$ cat src/include/boot_loader_map.svh
// offsets, key values and reset values of the boot stream loader
`ifndef BOOT_LOADER_MAP_SVH
`define BOOT_LOADER_MAP_SVH
`define KEY_WORD_WIDE       16'h10AA
`define KEY_BYTE_WIDE       16'h08AA
`define HEADER_WORDS        4'h8
`define HEADER_REGINIT_IDX  4'h0
`define END_LENGTH          16'h0000
`define FLASH_ENTRY_DEFAULT 22'h3F7FF6
`define ENTRY_RESET         22'h000000
`endif

$ cat src/include/boot_loader_pkg.sv
// types of the boot stream loader
package boot_loader_pkg;
    typedef enum logic [1:0] {
        PORT_SERIAL,
        PORT_EEPROM,
        PORT_PARALLEL
    } port_sel_t;
    typedef enum logic [1:0] {
        ACCEPT_BYTE,
        ACCEPT_WORD,
        ACCEPT_BOTH
    } width_set_t;
endpackage

$ cat src/hdl/byte_pair_joiner.sv
// joins byte-wide stream elements into 16-bit words, low byte first
`timescale 1ns/1ps
module byte_pair_joiner (
    input  wire logic        clk_in,
    input  wire logic        nrst_in,
    input  wire logic        clear_in,
    input  wire logic        byte_valid_in,
    input  wire logic [7:0]  byte_in,
    output logic             word_valid_out,
    output logic [15:0]      word_out
);
    logic       have_low_q;
    logic [7:0] low_q;

    // low byte held until high byte arrives
    always_ff @(posedge clk_in or negedge nrst_in) begin
        if (!nrst_in) begin
            have_low_q     <= 1'b0;
            low_q          <= 8'h00;
            word_valid_out <= 1'b0;
            word_out       <= 16'h0000;
        end else begin
            word_valid_out <= 1'b0;
            if (clear_in) begin
                have_low_q <= 1'b0;
            end else if (byte_valid_in) begin
                if (have_low_q) begin
                    word_out       <= {byte_in, low_q};
                    word_valid_out <= 1'b1;
                    have_low_q     <= 1'b0;
                end else begin
                    low_q      <= byte_in;
                    have_low_q <= 1'b1;
                end
            end
        end
    end
endmodule // byte_pair_joiner

$ cat src/hdl/width_key_check.sv
// decides which stream width a key word names and whether the port takes it
`timescale 1ns/1ps
`include "boot_loader_map.svh"
module width_key_check (
    input  wire logic                     clk_in,
    input  wire logic                     nrst_in,
    input  wire logic                     check_in,
    input  wire logic [15:0]              key_in,
    input  wire logic                     first_in,
    input  wire boot_loader_pkg::port_sel_t port_in,
    output logic                          is_word_out,
    output logic                          is_byte_out,
    output logic                          bad_out,
    output logic                          result_out
);
    // width set each port accepts; parallel port takes both
    function automatic boot_loader_pkg::width_set_t port_widths(input boot_loader_pkg::port_sel_t p);
        case (p)
            boot_loader_pkg::PORT_SERIAL:   port_widths = boot_loader_pkg::ACCEPT_BYTE;
            boot_loader_pkg::PORT_EEPROM:   port_widths = boot_loader_pkg::ACCEPT_BYTE;
            boot_loader_pkg::PORT_PARALLEL: port_widths = boot_loader_pkg::ACCEPT_BOTH;
            default:                        port_widths = boot_loader_pkg::ACCEPT_BOTH;
        endcase
    endfunction

    boot_loader_pkg::width_set_t set_w;
    logic                        word_ok;
    logic                        byte_ok;
    assign set_w   = port_widths(port_in);
    assign word_ok = (set_w != boot_loader_pkg::ACCEPT_BYTE);
    assign byte_ok = (set_w != boot_loader_pkg::ACCEPT_WORD);

    // first value compared with word key, joined pair with byte key
    always_ff @(posedge clk_in or negedge nrst_in) begin
        if (!nrst_in) begin
            is_word_out <= 1'b0;
            is_byte_out <= 1'b0;
            bad_out     <= 1'b0;
            result_out  <= 1'b0;
        end else begin
            result_out  <= check_in;
            if (check_in) begin
                is_word_out <= first_in && key_in == `KEY_WORD_WIDE && word_ok;
                is_byte_out <= !first_in && key_in == `KEY_BYTE_WIDE && byte_ok;
                bad_out     <= first_in ? (key_in == `KEY_WORD_WIDE && !word_ok)
                                        : !(key_in == `KEY_BYTE_WIDE && byte_ok);
            end
        end
    end
endmodule // width_key_check

$ cat src/hdl/boot_stream_block_loader.sv
// boot stream parser that writes blocks into memory and hands over the entry
`timescale 1ns/1ps
`include "boot_loader_map.svh"
// Operation
// - the first stream word is a key naming an 8-bit (0x08AA) or 16-bit (0x10AA) stream.
// - a key matching neither value aborts the load and reports the fixed flash entry address.
// - a key naming a width the active port does not accept is treated as invalid.
// - the parallel port accepts both byte-wide and word-wide streams.
// - eight header words follow the key and unused ones are read and discarded.
// - only the EEPROM path takes the first header word as a register initialisation value.
// - words ten and eleven form the 22-bit entry address, upper part first.
// - word twelve is the first block length, counted in 16-bit words for both widths.
// - the two words after a length are the destination address, upper half first.
// - exactly the counted data words are written at consecutive addresses from the destination.
// - length, address and data repeat per block and a zero length ends the transfer.
// - at the zero length the captured entry address is presented for execution.
// - in word-wide format each element is used directly as one 16-bit word.
// - in byte-wide format each word arrives low byte first and is rebuilt in that order.
// - the first value is tried as the word key, and only on mismatch a second is read for the byte key.
module boot_stream_block_loader (
    input  wire logic                       clk_in,
    input  wire logic                       nrst_in,
    input  wire logic                       start_in,
    input  wire boot_loader_pkg::port_sel_t port_in,
    input  wire logic                       elem_valid_in,
    input  wire logic [15:0]                elem_in,
    output logic                            busy_out,
    output logic                            mem_we_out,
    output logic [31:0]                     mem_addr_out,
    output logic [15:0]                     mem_data_out,
    output logic [15:0]                     reg_init_out,
    output logic                            reg_init_valid_out,
    output logic [21:0]                     entry_out,
    output logic                            entry_valid_out,
    output logic                            done_out,
    output logic                            abort_out
);
    typedef enum logic [3:0] {
        ST_IDLE, ST_KEY1, ST_KEY2, ST_WAIT_CHECK, ST_HEADER,
        ST_ENTRY_HI, ST_ENTRY_LO, ST_LENGTH, ST_ADDR_HI, ST_ADDR_LO, ST_DATA
    } load_state_t;

    // =====================================================
    // stream element intake
    // =====================================================
    load_state_t state_q;
    logic        byte_mode_q;
    logic [7:0]  key_low_q;
    logic        word_valid;
    logic [15:0] word_val;
    logic        joined_valid;
    logic [15:0] joined_word;
    logic        clear_join;

    assign clear_join = (state_q == ST_IDLE);

    byte_pair_joiner u_join (
        .clk_in         (clk_in),
        .nrst_in        (nrst_in),
        .clear_in       (clear_join),
        .byte_valid_in  (elem_valid_in && byte_mode_q),
        .byte_in        (elem_in[7:0]),
        .word_valid_out (joined_valid),
        .word_out       (joined_word)
    );

    // word source: direct element or rebuilt byte pair
    assign word_valid = byte_mode_q ? joined_valid : elem_valid_in;
    assign word_val   = byte_mode_q ? joined_word : elem_in;

    // =====================================================
    // key detection
    // =====================================================
    logic        chk_go;
    logic [15:0] chk_key;
    logic        chk_first;
    logic        key_word;
    logic        key_byte;
    logic        key_bad;
    logic        key_ready;

    assign chk_go    = elem_valid_in && (state_q == ST_KEY1 || state_q == ST_KEY2);
    assign chk_first = (state_q == ST_KEY1);
    // second byte value joins with the first as its high byte
    assign chk_key   = chk_first ? elem_in : {elem_in[7:0], key_low_q};

    width_key_check u_key (
        .clk_in      (clk_in),
        .nrst_in     (nrst_in),
        .check_in    (chk_go),
        .key_in      (chk_key),
        .first_in    (chk_first),
        .port_in     (port_in),
        .is_word_out (key_word),
        .is_byte_out (key_byte),
        .bad_out     (key_bad),
        .result_out  (key_ready)
    );

    // =====================================================
    // parse sequencer
    // =====================================================
    logic        key_first_q;
    logic [3:0]  hdr_cnt_q;
    logic [15:0] left_q;
    logic [5:0]  entry_hi_q;

    // state sequence over key, header, entry and blocks
    always_ff @(posedge clk_in or negedge nrst_in) begin
        if (!nrst_in) begin
            state_q <= ST_IDLE;
        end else begin
            case (state_q)
                ST_IDLE:       if (start_in) state_q <= ST_KEY1;
                ST_KEY1:       if (elem_valid_in) state_q <= ST_WAIT_CHECK;
                ST_KEY2:       if (elem_valid_in) state_q <= ST_WAIT_CHECK;
                ST_WAIT_CHECK: begin
                    if (key_ready) begin
                        if (key_word || key_byte) state_q <= ST_HEADER;
                        else if (key_bad) state_q <= ST_IDLE;
                        else state_q <= ST_KEY2;
                    end
                end
                ST_HEADER:     if (word_valid && hdr_cnt_q == `HEADER_WORDS - 4'h1) state_q <= ST_ENTRY_HI;
                ST_ENTRY_HI:   if (word_valid) state_q <= ST_ENTRY_LO;
                ST_ENTRY_LO:   if (word_valid) state_q <= ST_LENGTH;
                ST_LENGTH: begin
                    if (word_valid) state_q <= (word_val == `END_LENGTH) ? ST_IDLE : ST_ADDR_HI;
                end
                ST_ADDR_HI:    if (word_valid) state_q <= ST_ADDR_LO;
                ST_ADDR_LO:    if (word_valid) state_q <= ST_DATA;
                ST_DATA:       if (word_valid && left_q == 16'h0001) state_q <= ST_LENGTH;
                default:       state_q <= ST_IDLE;
            endcase
        end
    end

    // stream width chosen by the accepted key
    always_ff @(posedge clk_in or negedge nrst_in) begin
        if (!nrst_in) begin
            byte_mode_q <= 1'b0;
            key_low_q   <= 8'h00;
            key_first_q <= 1'b0;
        end else begin
            if (state_q == ST_IDLE) byte_mode_q <= 1'b0;
            else if (key_ready && key_byte) byte_mode_q <= 1'b1;
            if (state_q == ST_KEY1 && elem_valid_in) key_low_q <= elem_in[7:0];
            key_first_q <= chk_first;
        end
    end

    // header word counter, discards unused words
    always_ff @(posedge clk_in or negedge nrst_in) begin
        if (!nrst_in) begin
            hdr_cnt_q <= 4'h0;
        end else if (state_q != ST_HEADER) begin
            hdr_cnt_q <= 4'h0;
        end else if (word_valid) begin
            hdr_cnt_q <= hdr_cnt_q + 4'h1;
        end
    end

    // register initialisation word, eeprom path only
    always_ff @(posedge clk_in or negedge nrst_in) begin
        if (!nrst_in) begin
            reg_init_out       <= 16'h0000;
            reg_init_valid_out <= 1'b0;
        end else begin
            reg_init_valid_out <= 1'b0;
            if (state_q == ST_HEADER && word_valid && hdr_cnt_q == `HEADER_REGINIT_IDX
                && port_in == boot_loader_pkg::PORT_EEPROM) begin
                reg_init_out       <= word_val;
                reg_init_valid_out <= 1'b1;
            end
        end
    end

    // block length and destination address tracking
    always_ff @(posedge clk_in or negedge nrst_in) begin
        if (!nrst_in) begin
            left_q       <= 16'h0000;
            mem_addr_out <= 32'h0000_0000;
            mem_data_out <= 16'h0000;
            mem_we_out   <= 1'b0;
        end else begin
            mem_we_out <= 1'b0;
            if (word_valid) begin
                case (state_q)
                    ST_LENGTH:  left_q <= word_val;
                    ST_ADDR_HI: mem_addr_out[31:16] <= word_val;
                    ST_ADDR_LO: mem_addr_out[15:0] <= word_val;
                    ST_DATA: begin
                        mem_data_out <= word_val;
                        mem_we_out   <= 1'b1;
                        left_q       <= left_q - 16'h0001;
                    end
                    default: left_q <= left_q;
                endcase
            end
            // step the address after each written word
            if (mem_we_out) mem_addr_out <= mem_addr_out + 32'h0000_0001;
        end
    end

    // entry address capture and hand-over
    always_ff @(posedge clk_in or negedge nrst_in) begin
        if (!nrst_in) begin
            entry_hi_q      <= 6'h00;
            entry_out       <= `ENTRY_RESET;
            entry_valid_out <= 1'b0;
            done_out        <= 1'b0;
            abort_out       <= 1'b0;
        end else begin
            done_out  <= 1'b0;
            abort_out <= 1'b0;
            if (state_q == ST_IDLE && start_in) entry_valid_out <= 1'b0;
            if (state_q == ST_ENTRY_HI && word_valid) entry_hi_q <= word_val[5:0];
            if (state_q == ST_ENTRY_LO && word_valid) entry_out <= {entry_hi_q, word_val};
            if (state_q == ST_LENGTH && word_valid && word_val == `END_LENGTH) begin
                done_out        <= 1'b1;
                entry_valid_out <= 1'b1;
            end
            if (state_q == ST_WAIT_CHECK && key_ready && key_bad) begin
                entry_out       <= `FLASH_ENTRY_DEFAULT;
                entry_valid_out <= 1'b1;
                abort_out       <= 1'b1;
            end
        end
    end

    // busy while a load is in progress
    always_ff @(posedge clk_in or negedge nrst_in) begin
        if (!nrst_in) busy_out <= 1'b0;
        else busy_out <= (state_q != ST_IDLE) || start_in;
    end

    // =====================================================
    // checks
    // =====================================================
    // key and width decisions
    byte_key_a: assert property (@(posedge clk_in) disable iff (!nrst_in)
        key_ready && key_byte |-> !key_first_q)
        else $error("byte key on first value");
    word_first_a: assert property (@(posedge clk_in) disable iff (!nrst_in)
        key_ready && key_word |-> key_first_q)
        else $error("word key not on first value");
    serial_word_a: assert property (@(posedge clk_in) disable iff (!nrst_in)
        key_ready && key_word |-> $past(port_in) == boot_loader_pkg::PORT_PARALLEL)
        else $error("word stream on byte-only port");
    byte_mode_a: assert property (@(posedge clk_in) disable iff (!nrst_in)
        state_q == ST_WAIT_CHECK && key_ready && key_byte |=> byte_mode_q && state_q == ST_HEADER)
        else $error("byte key did not start byte stream");
    key_abort_a: assert property (@(posedge clk_in) disable iff (!nrst_in)
        state_q == ST_WAIT_CHECK && key_ready && key_bad |=> abort_out && state_q == ST_IDLE)
        else $error("bad key did not abort");
    abort_flash_a: assert property (@(posedge clk_in) disable iff (!nrst_in)
        abort_out |-> entry_out == `FLASH_ENTRY_DEFAULT)
        else $error("abort entry wrong");
    byte_order_a: assert property (@(posedge clk_in) disable iff (!nrst_in)
        word_valid && byte_mode_q |-> word_val[15:8] == $past(elem_in[7:0]))
        else $error("high byte not taken second");

    // header and entry words
    header_count_a: assert property (@(posedge clk_in) disable iff (!nrst_in)
        state_q == ST_ENTRY_HI && $past(state_q) == ST_HEADER |-> $past(hdr_cnt_q) == `HEADER_WORDS - 4'h1)
        else $error("header word count wrong");
    eeprom_only_a: assert property (@(posedge clk_in) disable iff (!nrst_in)
        reg_init_valid_out |-> $past(port_in) == boot_loader_pkg::PORT_EEPROM)
        else $error("register init on wrong port");
    reg_init_word_a: assert property (@(posedge clk_in) disable iff (!nrst_in)
        reg_init_valid_out |-> $past(state_q) == ST_HEADER && $past(hdr_cnt_q) == `HEADER_REGINIT_IDX)
        else $error("register init from wrong header word");
    entry_low_a: assert property (@(posedge clk_in) disable iff (!nrst_in)
        state_q == ST_ENTRY_LO && word_valid |=> entry_out[15:0] == $past(word_val))
        else $error("entry low half not captured");

    // blocks, writes and end of stream
    length_load_a: assert property (@(posedge clk_in) disable iff (!nrst_in)
        state_q == ST_LENGTH && word_valid && word_val != 16'h0000 |=> left_q == $past(word_val))
        else $error("length not captured");
    addr_high_a: assert property (@(posedge clk_in) disable iff (!nrst_in)
        state_q == ST_ADDR_HI && word_valid |=> mem_addr_out[31:16] == $past(word_val))
        else $error("destination upper half not captured");
    addr_low_a: assert property (@(posedge clk_in) disable iff (!nrst_in)
        state_q == ST_ADDR_LO && word_valid |=> mem_addr_out[15:0] == $past(word_val))
        else $error("destination lower half not captured");
    data_write_a: assert property (@(posedge clk_in) disable iff (!nrst_in)
        state_q == ST_DATA && word_valid |=> mem_we_out && mem_data_out == $past(word_val))
        else $error("data word not written");
    write_step_a: assert property (@(posedge clk_in) disable iff (!nrst_in)
        mem_we_out ##1 mem_we_out |-> mem_addr_out == $past(mem_addr_out) + 32'h1)
        else $error("write address not consecutive");
    data_end_a: assert property (@(posedge clk_in) disable iff (!nrst_in)
        state_q == ST_DATA && word_valid && left_q == 16'h0001 |=> state_q == ST_LENGTH)
        else $error("block did not end after its count");
    zero_end_a: assert property (@(posedge clk_in) disable iff (!nrst_in)
        state_q == ST_LENGTH && word_valid && word_val == 16'h0000 |=> done_out && state_q == ST_IDLE)
        else $error("zero length did not end");
    done_entry_a: assert property (@(posedge clk_in) disable iff (!nrst_in)
        done_out |-> entry_valid_out && !abort_out)
        else $error("done without entry");
    entry_clear_a: assert property (@(posedge clk_in) disable iff (!nrst_in)
        state_q == ST_IDLE && start_in |=> !entry_valid_out)
        else $error("entry still valid after start");
endmodule // boot_stream_block_loader

$ cat config.mk
export PLATFORM = sky130hd
export DESIGN_NAME = boot_stream_block_loader
export DESIGN_NICKNAME = d
export VERILOG_FILES = /design/src/include/boot_loader_pkg.sv /design/src/hdl/byte_pair_joiner.sv /design/src/hdl/width_key_check.sv /design/src/hdl/boot_stream_block_loader.sv
export VERILOG_INCLUDE_DIRS = /design/src /design/src/include
export SDC_FILE = /design/constraint.sdc
export NUM_CORES = 1
export LEC_CHECK = 0
export BUFFER_PORTS_ARGS = -buffer_cell sky130_fd_sc_hd__buf_4
export CORE_MARGIN = 2
export CORE_UTILIZATION = 50
export CTS_CLUSTER_DIAMETER = 80
export CTS_CLUSTER_SIZE = 25
export DETAILED_ROUTE_END_ITERATION = 6
export PLACE_DENSITY_LB_ADDON = 0.08
export SETUP_SLACK_MARGIN = 0.02
export SYNTH_ARGS = -nofsm -noshare
export SYNTH_HDL_FRONTEND = slang
export SYNTH_HIERARCHICAL = 1
export SYNTH_SLANG_ARGS = --single-unit
$ cat constraint.sdc
create_clock -name clk_in -period 6.79 [get_ports clk_in]
set_input_delay 1.0185 -clock clk_in [delete_from_list [all_inputs] [get_ports clk_in]]
set_output_delay 1.0185 -clock clk_in [all_outputs]
set_load 0.05 [all_outputs]
Word-level counts from Yosys, hierarchy flattened
Cells that the tools add are included.
Widths: inputs -> output; s select.

operators by class
  muxes and demuxes = 44
  bitwise logic cells = 2
  reduce and logical (&&, ||, !) cells = 52
  $add $sub $neg = 3
  equality and inequality tests = 27

operators with widths
  cell                   number
  $mux 16                4
  $mux 32                2
  $mux 4                 13
  $mux 22                2
  $pmux 4 s10            1
  $add 32x1->32 const B  1
  $pmux 16 s2            1
  $logic_and 1x1->1      22
  $eq 4x3->1 const B     5
  $mux 1                 18
  $reduce_bool 2->1      9
  $eq 16x1->1 const B    1
  $eq 16x12->1 const B   1
  $eq 16x13->1 const B   1
  $logic_not 16->1       1
  $ne 2x2->1 const B     8
  $sub 16x1->16 const B  1
  $eq 4x4->1 const B     3
  $reduce_and 10->1      1
  $eq 4x2->1 const B     2
  $logic_not 4->1        2
  $reduce_and 2->1       4
  $ne 2x1->1 const B     3
  $reduce_and 3->1       2
  other kinds (13)       20

storage, ports and cells
  word-level logic and storage cells = 153
  input port bits = 22
  register bits after elaboration = 161
  output and inout bits = 92

Depth between registers and ports, before layout
  depth after elaboration = 7
  mapped depth = 9
  depth with buffers taken out = 7

Cells and area by module
The synthesis kept the hierarchy.

by module, submodules not included
  module                    instances  area each (um2)  cells each  sequential area each (um2)
  boot_stream_block_loader  1          7,038.0          767         3,278.1
  byte_pair_joiner          1          987.2            56          650.6
  width_key_check           1          249.0            21          100.1

Worst setup path before layout
No wires, ideal clock.

  kind = reg2reg
  from = reg state_q[2]
  to = reg u_key.bad_out
  setup slack = 4,144 ps
  library setup time = 128 ps
  period minus slack after synthesis = 2,646 ps
  data arrival time = 2,519 ps
  cell stages (with the launch flop) = 10
  buffers on the path = 3
  cells stage by stage = dfrtp_1 clkbuf_1 clkbuf_1 nor3_2 buf_2 mux2_2 nor4_4 nand4_1 a31oi_1 o31ai_1

on the way
  longest elaborated chain between the ends = 6
  elaborated cells on any way between the ends = 11

ends and longest elaborated chain
  what                    RTL line                         text
  from (decl)             boot_stream_block_loader.sv:46   load_state_t state_q;
  from (signal assigned)  boot_stream_block_loader.sv:128  if (word_valid) state_q <= (word_val == `END_LENGTH) ? ST_IDLE : ST_ADDR_HI;
  $eq 4x1->1 (*)          boot_stream_block_loader.sv:83   assign chk_first = (state_q == ST_KEY1);
  via chk_first           boot_stream_block_loader.sv:76   logic chk_first;
  $mux 16 (*)             boot_stream_block_loader.sv:85   assign chk_key = chk_first ? elem_in : {elem_in[7:0], key_low_q};
  via chk_key[9]          boot_stream_block_loader.sv:75   logic [15:0] chk_key;
  $eq 16x12->1 (no line)  n/a
  $logic_and 1x1->1       width_key_check.sv:46            : !(key_in == `KEY_BYTE_WIDE && byte_ok);
  $logic_not 1->1         width_key_check.sv:46
  $mux 1 (*)              width_key_check.sv:45            bad_out <= first_in ? (key_in == `KEY_WORD_WIDE && !word_ok)
  to (signal assigned)    width_key_check.sv:45
  to (decl)               width_key_check.sv:13            output logic bad_out,

The timed path passes the listed nets; every way through them passes the cells marked *.
A chain may end at the register's enable or synchronous reset.

Worst setup path in the final report
  from = reg byte_mode_q
  to = reg entry_out[21]

on the way
  longest elaborated chain between the ends = 3

ends and longest elaborated chain
  what                         RTL line                         text
  from (decl)                  boot_stream_block_loader.sv:47   logic byte_mode_q;
  from (signal assigned)       boot_stream_block_loader.sv:141  byte_mode_q <= 1'b0;
  from (signal assigned)       boot_stream_block_loader.sv:145  if (state_q == ST_IDLE) byte_mode_q <= 1'b0;
  from (signal assigned)       boot_stream_block_loader.sv:146  else if (key_ready && key_byte) byte_mode_q <= 1'b1;
  $mux 1                       boot_stream_block_loader.sv:68   assign word_valid = byte_mode_q ? joined_valid : elem_valid_in;
  $logic_and 1x1->1            boot_stream_block_loader.sv:218  if (state_q == ST_ENTRY_LO && word_valid) entry_out <= {entry_hi_q, word_val};
  $reduce_bool 2->1 (no line)  n/a
  to (signal assigned)         boot_stream_block_loader.sv:209  entry_out <= `ENTRY_RESET;
  to (signal assigned)         boot_stream_block_loader.sv:218
  to (signal assigned)         boot_stream_block_loader.sv:224  entry_out <= `FLASH_ENTRY_DEFAULT;
  to (decl)                    boot_stream_block_loader.sv:33   output logic [21:0] entry_out,

Every way passes these cells.

==> implementation parameters <==
Parameter                              Value

Run status
  Outcome    finished, final reports clean

Route
  DRT Pass-1 Iters    5
  Number of design-rule violations left by the first detailed-router iteration    614
  Vias after detailed routing    6,999
  DRC violations left    0
  Via density per instance    5.95
  Routed len/inst    19.6 µm
  Antenna violation net count after detailed routing    0
  Total wire length    23,100 µm

Power
  Share of power burned in registers    35.3%
  VDD IR max    0.284 mV
  Final total power    4.68 mW
  Comb pwr share    44.2%
  Pwr/cell area    around 470 nW/µm²
  Net switching power    2.15 mW
  Internal Pwr Total    2.53 mW
  Switching share of total power    46.0%
  Static Leakage    4.33 nW
  Proportion of power drawn by the clock network    approximately a fifth

Critical path
  Data required time of the critical path    7.12 ns
  WP data arrival    3.48 ns
  Capturing element type of the critical path    flip-flop
  Worst Path Class, Setup    reg -> reg
  Startpoint Class    flip-flop
  Crit path from    byte_mode_q
  Path depth of the worst reg2reg path    5
  Endpoint of the most critical register-to-register path    entry_out[21]
  Slack of the worst reg-to-reg path    between 3 and 4 ns
  Worst-path fanout max    25
  Reg2reg start    byte_mode_q

Logic synthesis
  Adder and majority gate portion of the synthesized area    0.756%
  Simple-gate area share of the yosys netlist    19.1%
  EDFF count, synth    0
  Yosys reg bits    about 160
  Cell Area, Synth    8270 µm²
  Largest family of logic cells by synthesized area    simple AND/OR/NAND/NOR gates
  Mapped Cells    ~840
  Synth Area in Compound Gates    13.6%
  Unique cell type count in the Yosys netlist    67
  Synth warnings    6
  Top cell type's share of synthesized area    48.7%
  Synthesized net count    roughly 870
  Share of the synthesized netlist area taken by xor and xnor gates    3.07%
  Register area share after synthesis    48.7%
  Async SR Flop Fraction    100%
  Average size of a mapped cell    9.80 µm²
  Most area-consuming cells after synthesis    dfrtp_1 49%, mux2_2 6.8%, nand2_1 5.3%
  Area leader, netlist    dfrtp_1
  Top_reg_cell synth    dfrtp_1
  Mux share of post-synthesis cell area    11.4%

CTS
  Deepest level of the CTS H-tree    4
  CTS sink count    161
  Buffer depth of the longest clock path    2
  Gates resized, CTS repair    0
  Register clock-pin slew on the reported worst setup and hold paths    ~0.070 ns
  Source-to-sink clock delay at the later pin of the worst-skew pair    0.43 ns
  Root buffer cell    clkbuf_16
  Number of setup buffers added after CTS    0
  TritonCTS clock tree    yes
  Hold buffer count at cts    0
  Number of buffers created by CTS    17

Timing
  Worst Setup Slack, final    between 3 and 4 ns
  Number of hold violations in the final report    0
  Worst-case headroom to the max-slew limit    approximately an eighth
  Post-layout minimum cycle time    3.15 ns
  Final-layout setup total negative slack    0 ns
  Number of slew-limit violations in the final report    0
  Unrepaired setup endpoints after global routing    no
  Maximum clock frequency    0.317 GHz
  Clock skew    between 0.008 and 0.009 ns
  Final setup violation count    0
  Final worst path period share    46.4%
  Transition time of the tightest slew-check pin    1.29 ns

Floorplan
  Initial core utilization    around half
  Die area    17,600 µm²
  Die width    133 µm
  Core outline area    16,400 µm²
  Site row count    47
  Vertical die dimension    133 µm
  Number of top-level design ports    114

Worst hold path
  Worst hold path cell count    2
  Hold WC Path Type    reg -> reg
  Startpoint of the tightest hold check path    reg_init_out[14]
  Worst hold path endpoint    reg_init_out[14]

Layout
  Storage cell area    4030 µm²
  Layout cell share with drive strength beyond 1    about a quarter
  End-of-flow core utilization    60.5%
  Number of inserted filler cells in the final layout    approximately 1,400
  Layout-stage area growth over the synthesis result    20.0%
  Final nets    971
  Area occupied by multi-input gates    3980 µm²
  Antenna cells    0

Global routing
  Global-route usage over all layers    between 20% and 30%
  Largest net degree at the start of global routing    around 110
  Vias in the first global route    between 6,000 and 7,000
  Antenna violations before repair    0
  Global route overflow    0
  First-pass GRT wire length    37,100 µm

Placement
  Placer congestion estimate    0.881
  Sum of net half-perimeters after detailed placement    15,900 µm
  Setup slack after placement    3.68 ns
  IO buf count    roughly 110

Job
  Maxcap violations    0
-- final cells by class --
class | count | area share (%)
Clock buffer | 18 | 4.42
Inverter | 20 | 0.756
Sequential cell | 161 | 40.6
Timing Repair Buffer | 130 | 9.87
Clock inverter | 14 | 1.49
Tap cell | 220 | 2.77
Multi-Input combinational cell | 614 | 40.1
-- cell usage in the layout, fill, tap and decap left out, types with 5 or more instances in the layout --
master / n
o21ai_0: 70
nand4_1: 15
xor2_1: 6
mux2i_1: 38
mux2_2: 50
o211ai_1: 18
o31ai_1: 5
inv_1: 20
and3_1: 5
buf_4: 129
nand2_1: 117
xnor2_1: 23
nand3_1: 25
a211oi_1: 9
or3_1: 6
o22a_1: 6
ha_1: 5
dfrtp_1: 161
nor3_1: 17
nor2_1: 64
nand2b_1: 5
clkbuf_16: 17
nor4_1: 14
a21oi_1: 38
a31oi_1: 6
-- worst max path at each step --
| stage | end | slack [ns] |
|---|---|---|
| after floorplan | u_key/bad_out | 4.14 |
| after CTS | entry_out[15] | 3.66 |
| after global routing | entry_out[0] | 3.34 |
| after global placement | entry_out[21] | 3.78 |
| after detailed placement | entry_out[21] | 3.68 |
| final | entry_out[21] | 3.64 |
-- synthesized netlist by cell type, types with 3 or more instances --
cell type,number
a31oi_1,6
nand2b_1,5
a22oi_1,3
a32o_1,4
a211oi_1,9
nand3_1,25
o22a_1,6
o21ai_0,70
nor3b_1,4
ha_1,5
and2_1,4
nand2_1,117
xor2_1,6
mux2_2,50
a21oi_1,38
nor4b_1,4
and3_1,5
buf_2,6
inv_1,20
xnor2_1,23
mux2i_1,38
dfrtp_1,161
nor2_1,64
nor4_1,14
o31ai_1,5
nand4_1,15
a32oi_1,4
nor3_1,18
nand4bb_1,3
nor2b_1,3
and4_1,3
or3_1,6
clkbuf_1,41
or4_1,3
o211ai_1,18
-- flip-flops by register name, indices dropped and copies added, names as in the netlist, 4 cells and up --
| signal | count |
|---|---|
| u_join/low_q | 8 |
| state_q | 4 |
| u_join/word_out | 16 |
| mem_data_out | 16 |
| reg_init_out | 16 |
| mem_addr_out | 32 |
| hdr_cnt_q | 4 |
| key_low_q | 8 |
| entry_out | 22 |
| entry_hi_q | 6 |
| left_q | 16 |
-- worst max-delay path, stage by stage, from the launching register on --
cell and delay (ns):
dfrtp_1 1.05, mux2_2 0.48, nand2_1 0.17, nor3_1 1.01, nand2_1 0.21, nand3_1 0.14
-- cells by family (layout without fill, tap and decap cells) --
kind of cell    Yosys count  after routing
compound gates          181            181
buf+inv                  69            182
xor+xnor                 29             29
fa+ha+maj                 5              5
simple gates            311            311
mux                      88             88
flops                   161            161
-- power by group through the flow --
stage | Clock [mW] | Combinational [mW] | Sequential, mW
6_report | 0.959 | 2.07 | 1.65
5_1_grt | 1.02 | 2.22 | 1.70
4_1_cts | 0.974 | 2.08 | 1.65
3_5_place_dp | 0 | 2.07 | 1.66
3_3_place_gp | 0 | 2.03 | 1.64
2_1_floorplan | 0 | 0.820 | 2.26
-- metal layers --
| metal | vias to the layer above | GRT usage (%) | part of all wire [%] | wire, µm |
|---|---|---|---|---|
| met4 | 0 | 8.84 | 2.8 | 647 |
| li1 | 3237 | - | - | - |
| met1 | 3472 | 38.3 | 45 | 10500 |
| met5 | - | 0 | 0 | 0 |
| met3 | 35 | 4.48 | 5.7 | 1320 |
| met2 | 255 | 42.2 | 46 | 10600 |
-- stage by stage --
| stage | hold slack [ns] | cells | instance area (µm²) |
|---|---|---|---|
| 2_1_floorplan | 0.465 | 844 | 8270 |
| 3_5_place_dp | 0.471 | 1145 | 9340 |
| 3_3_place_gp | 0.462 | 1145 | 9340 |
| 6_report | 0.484 | 1177 | 9930 |
| 4_1_cts | 0.486 | 1177 | 9930 |
| 5_1_grt | 0.513 | 1177 | 9930 |
Note: power is estimated with default switching activity, not from simulation.
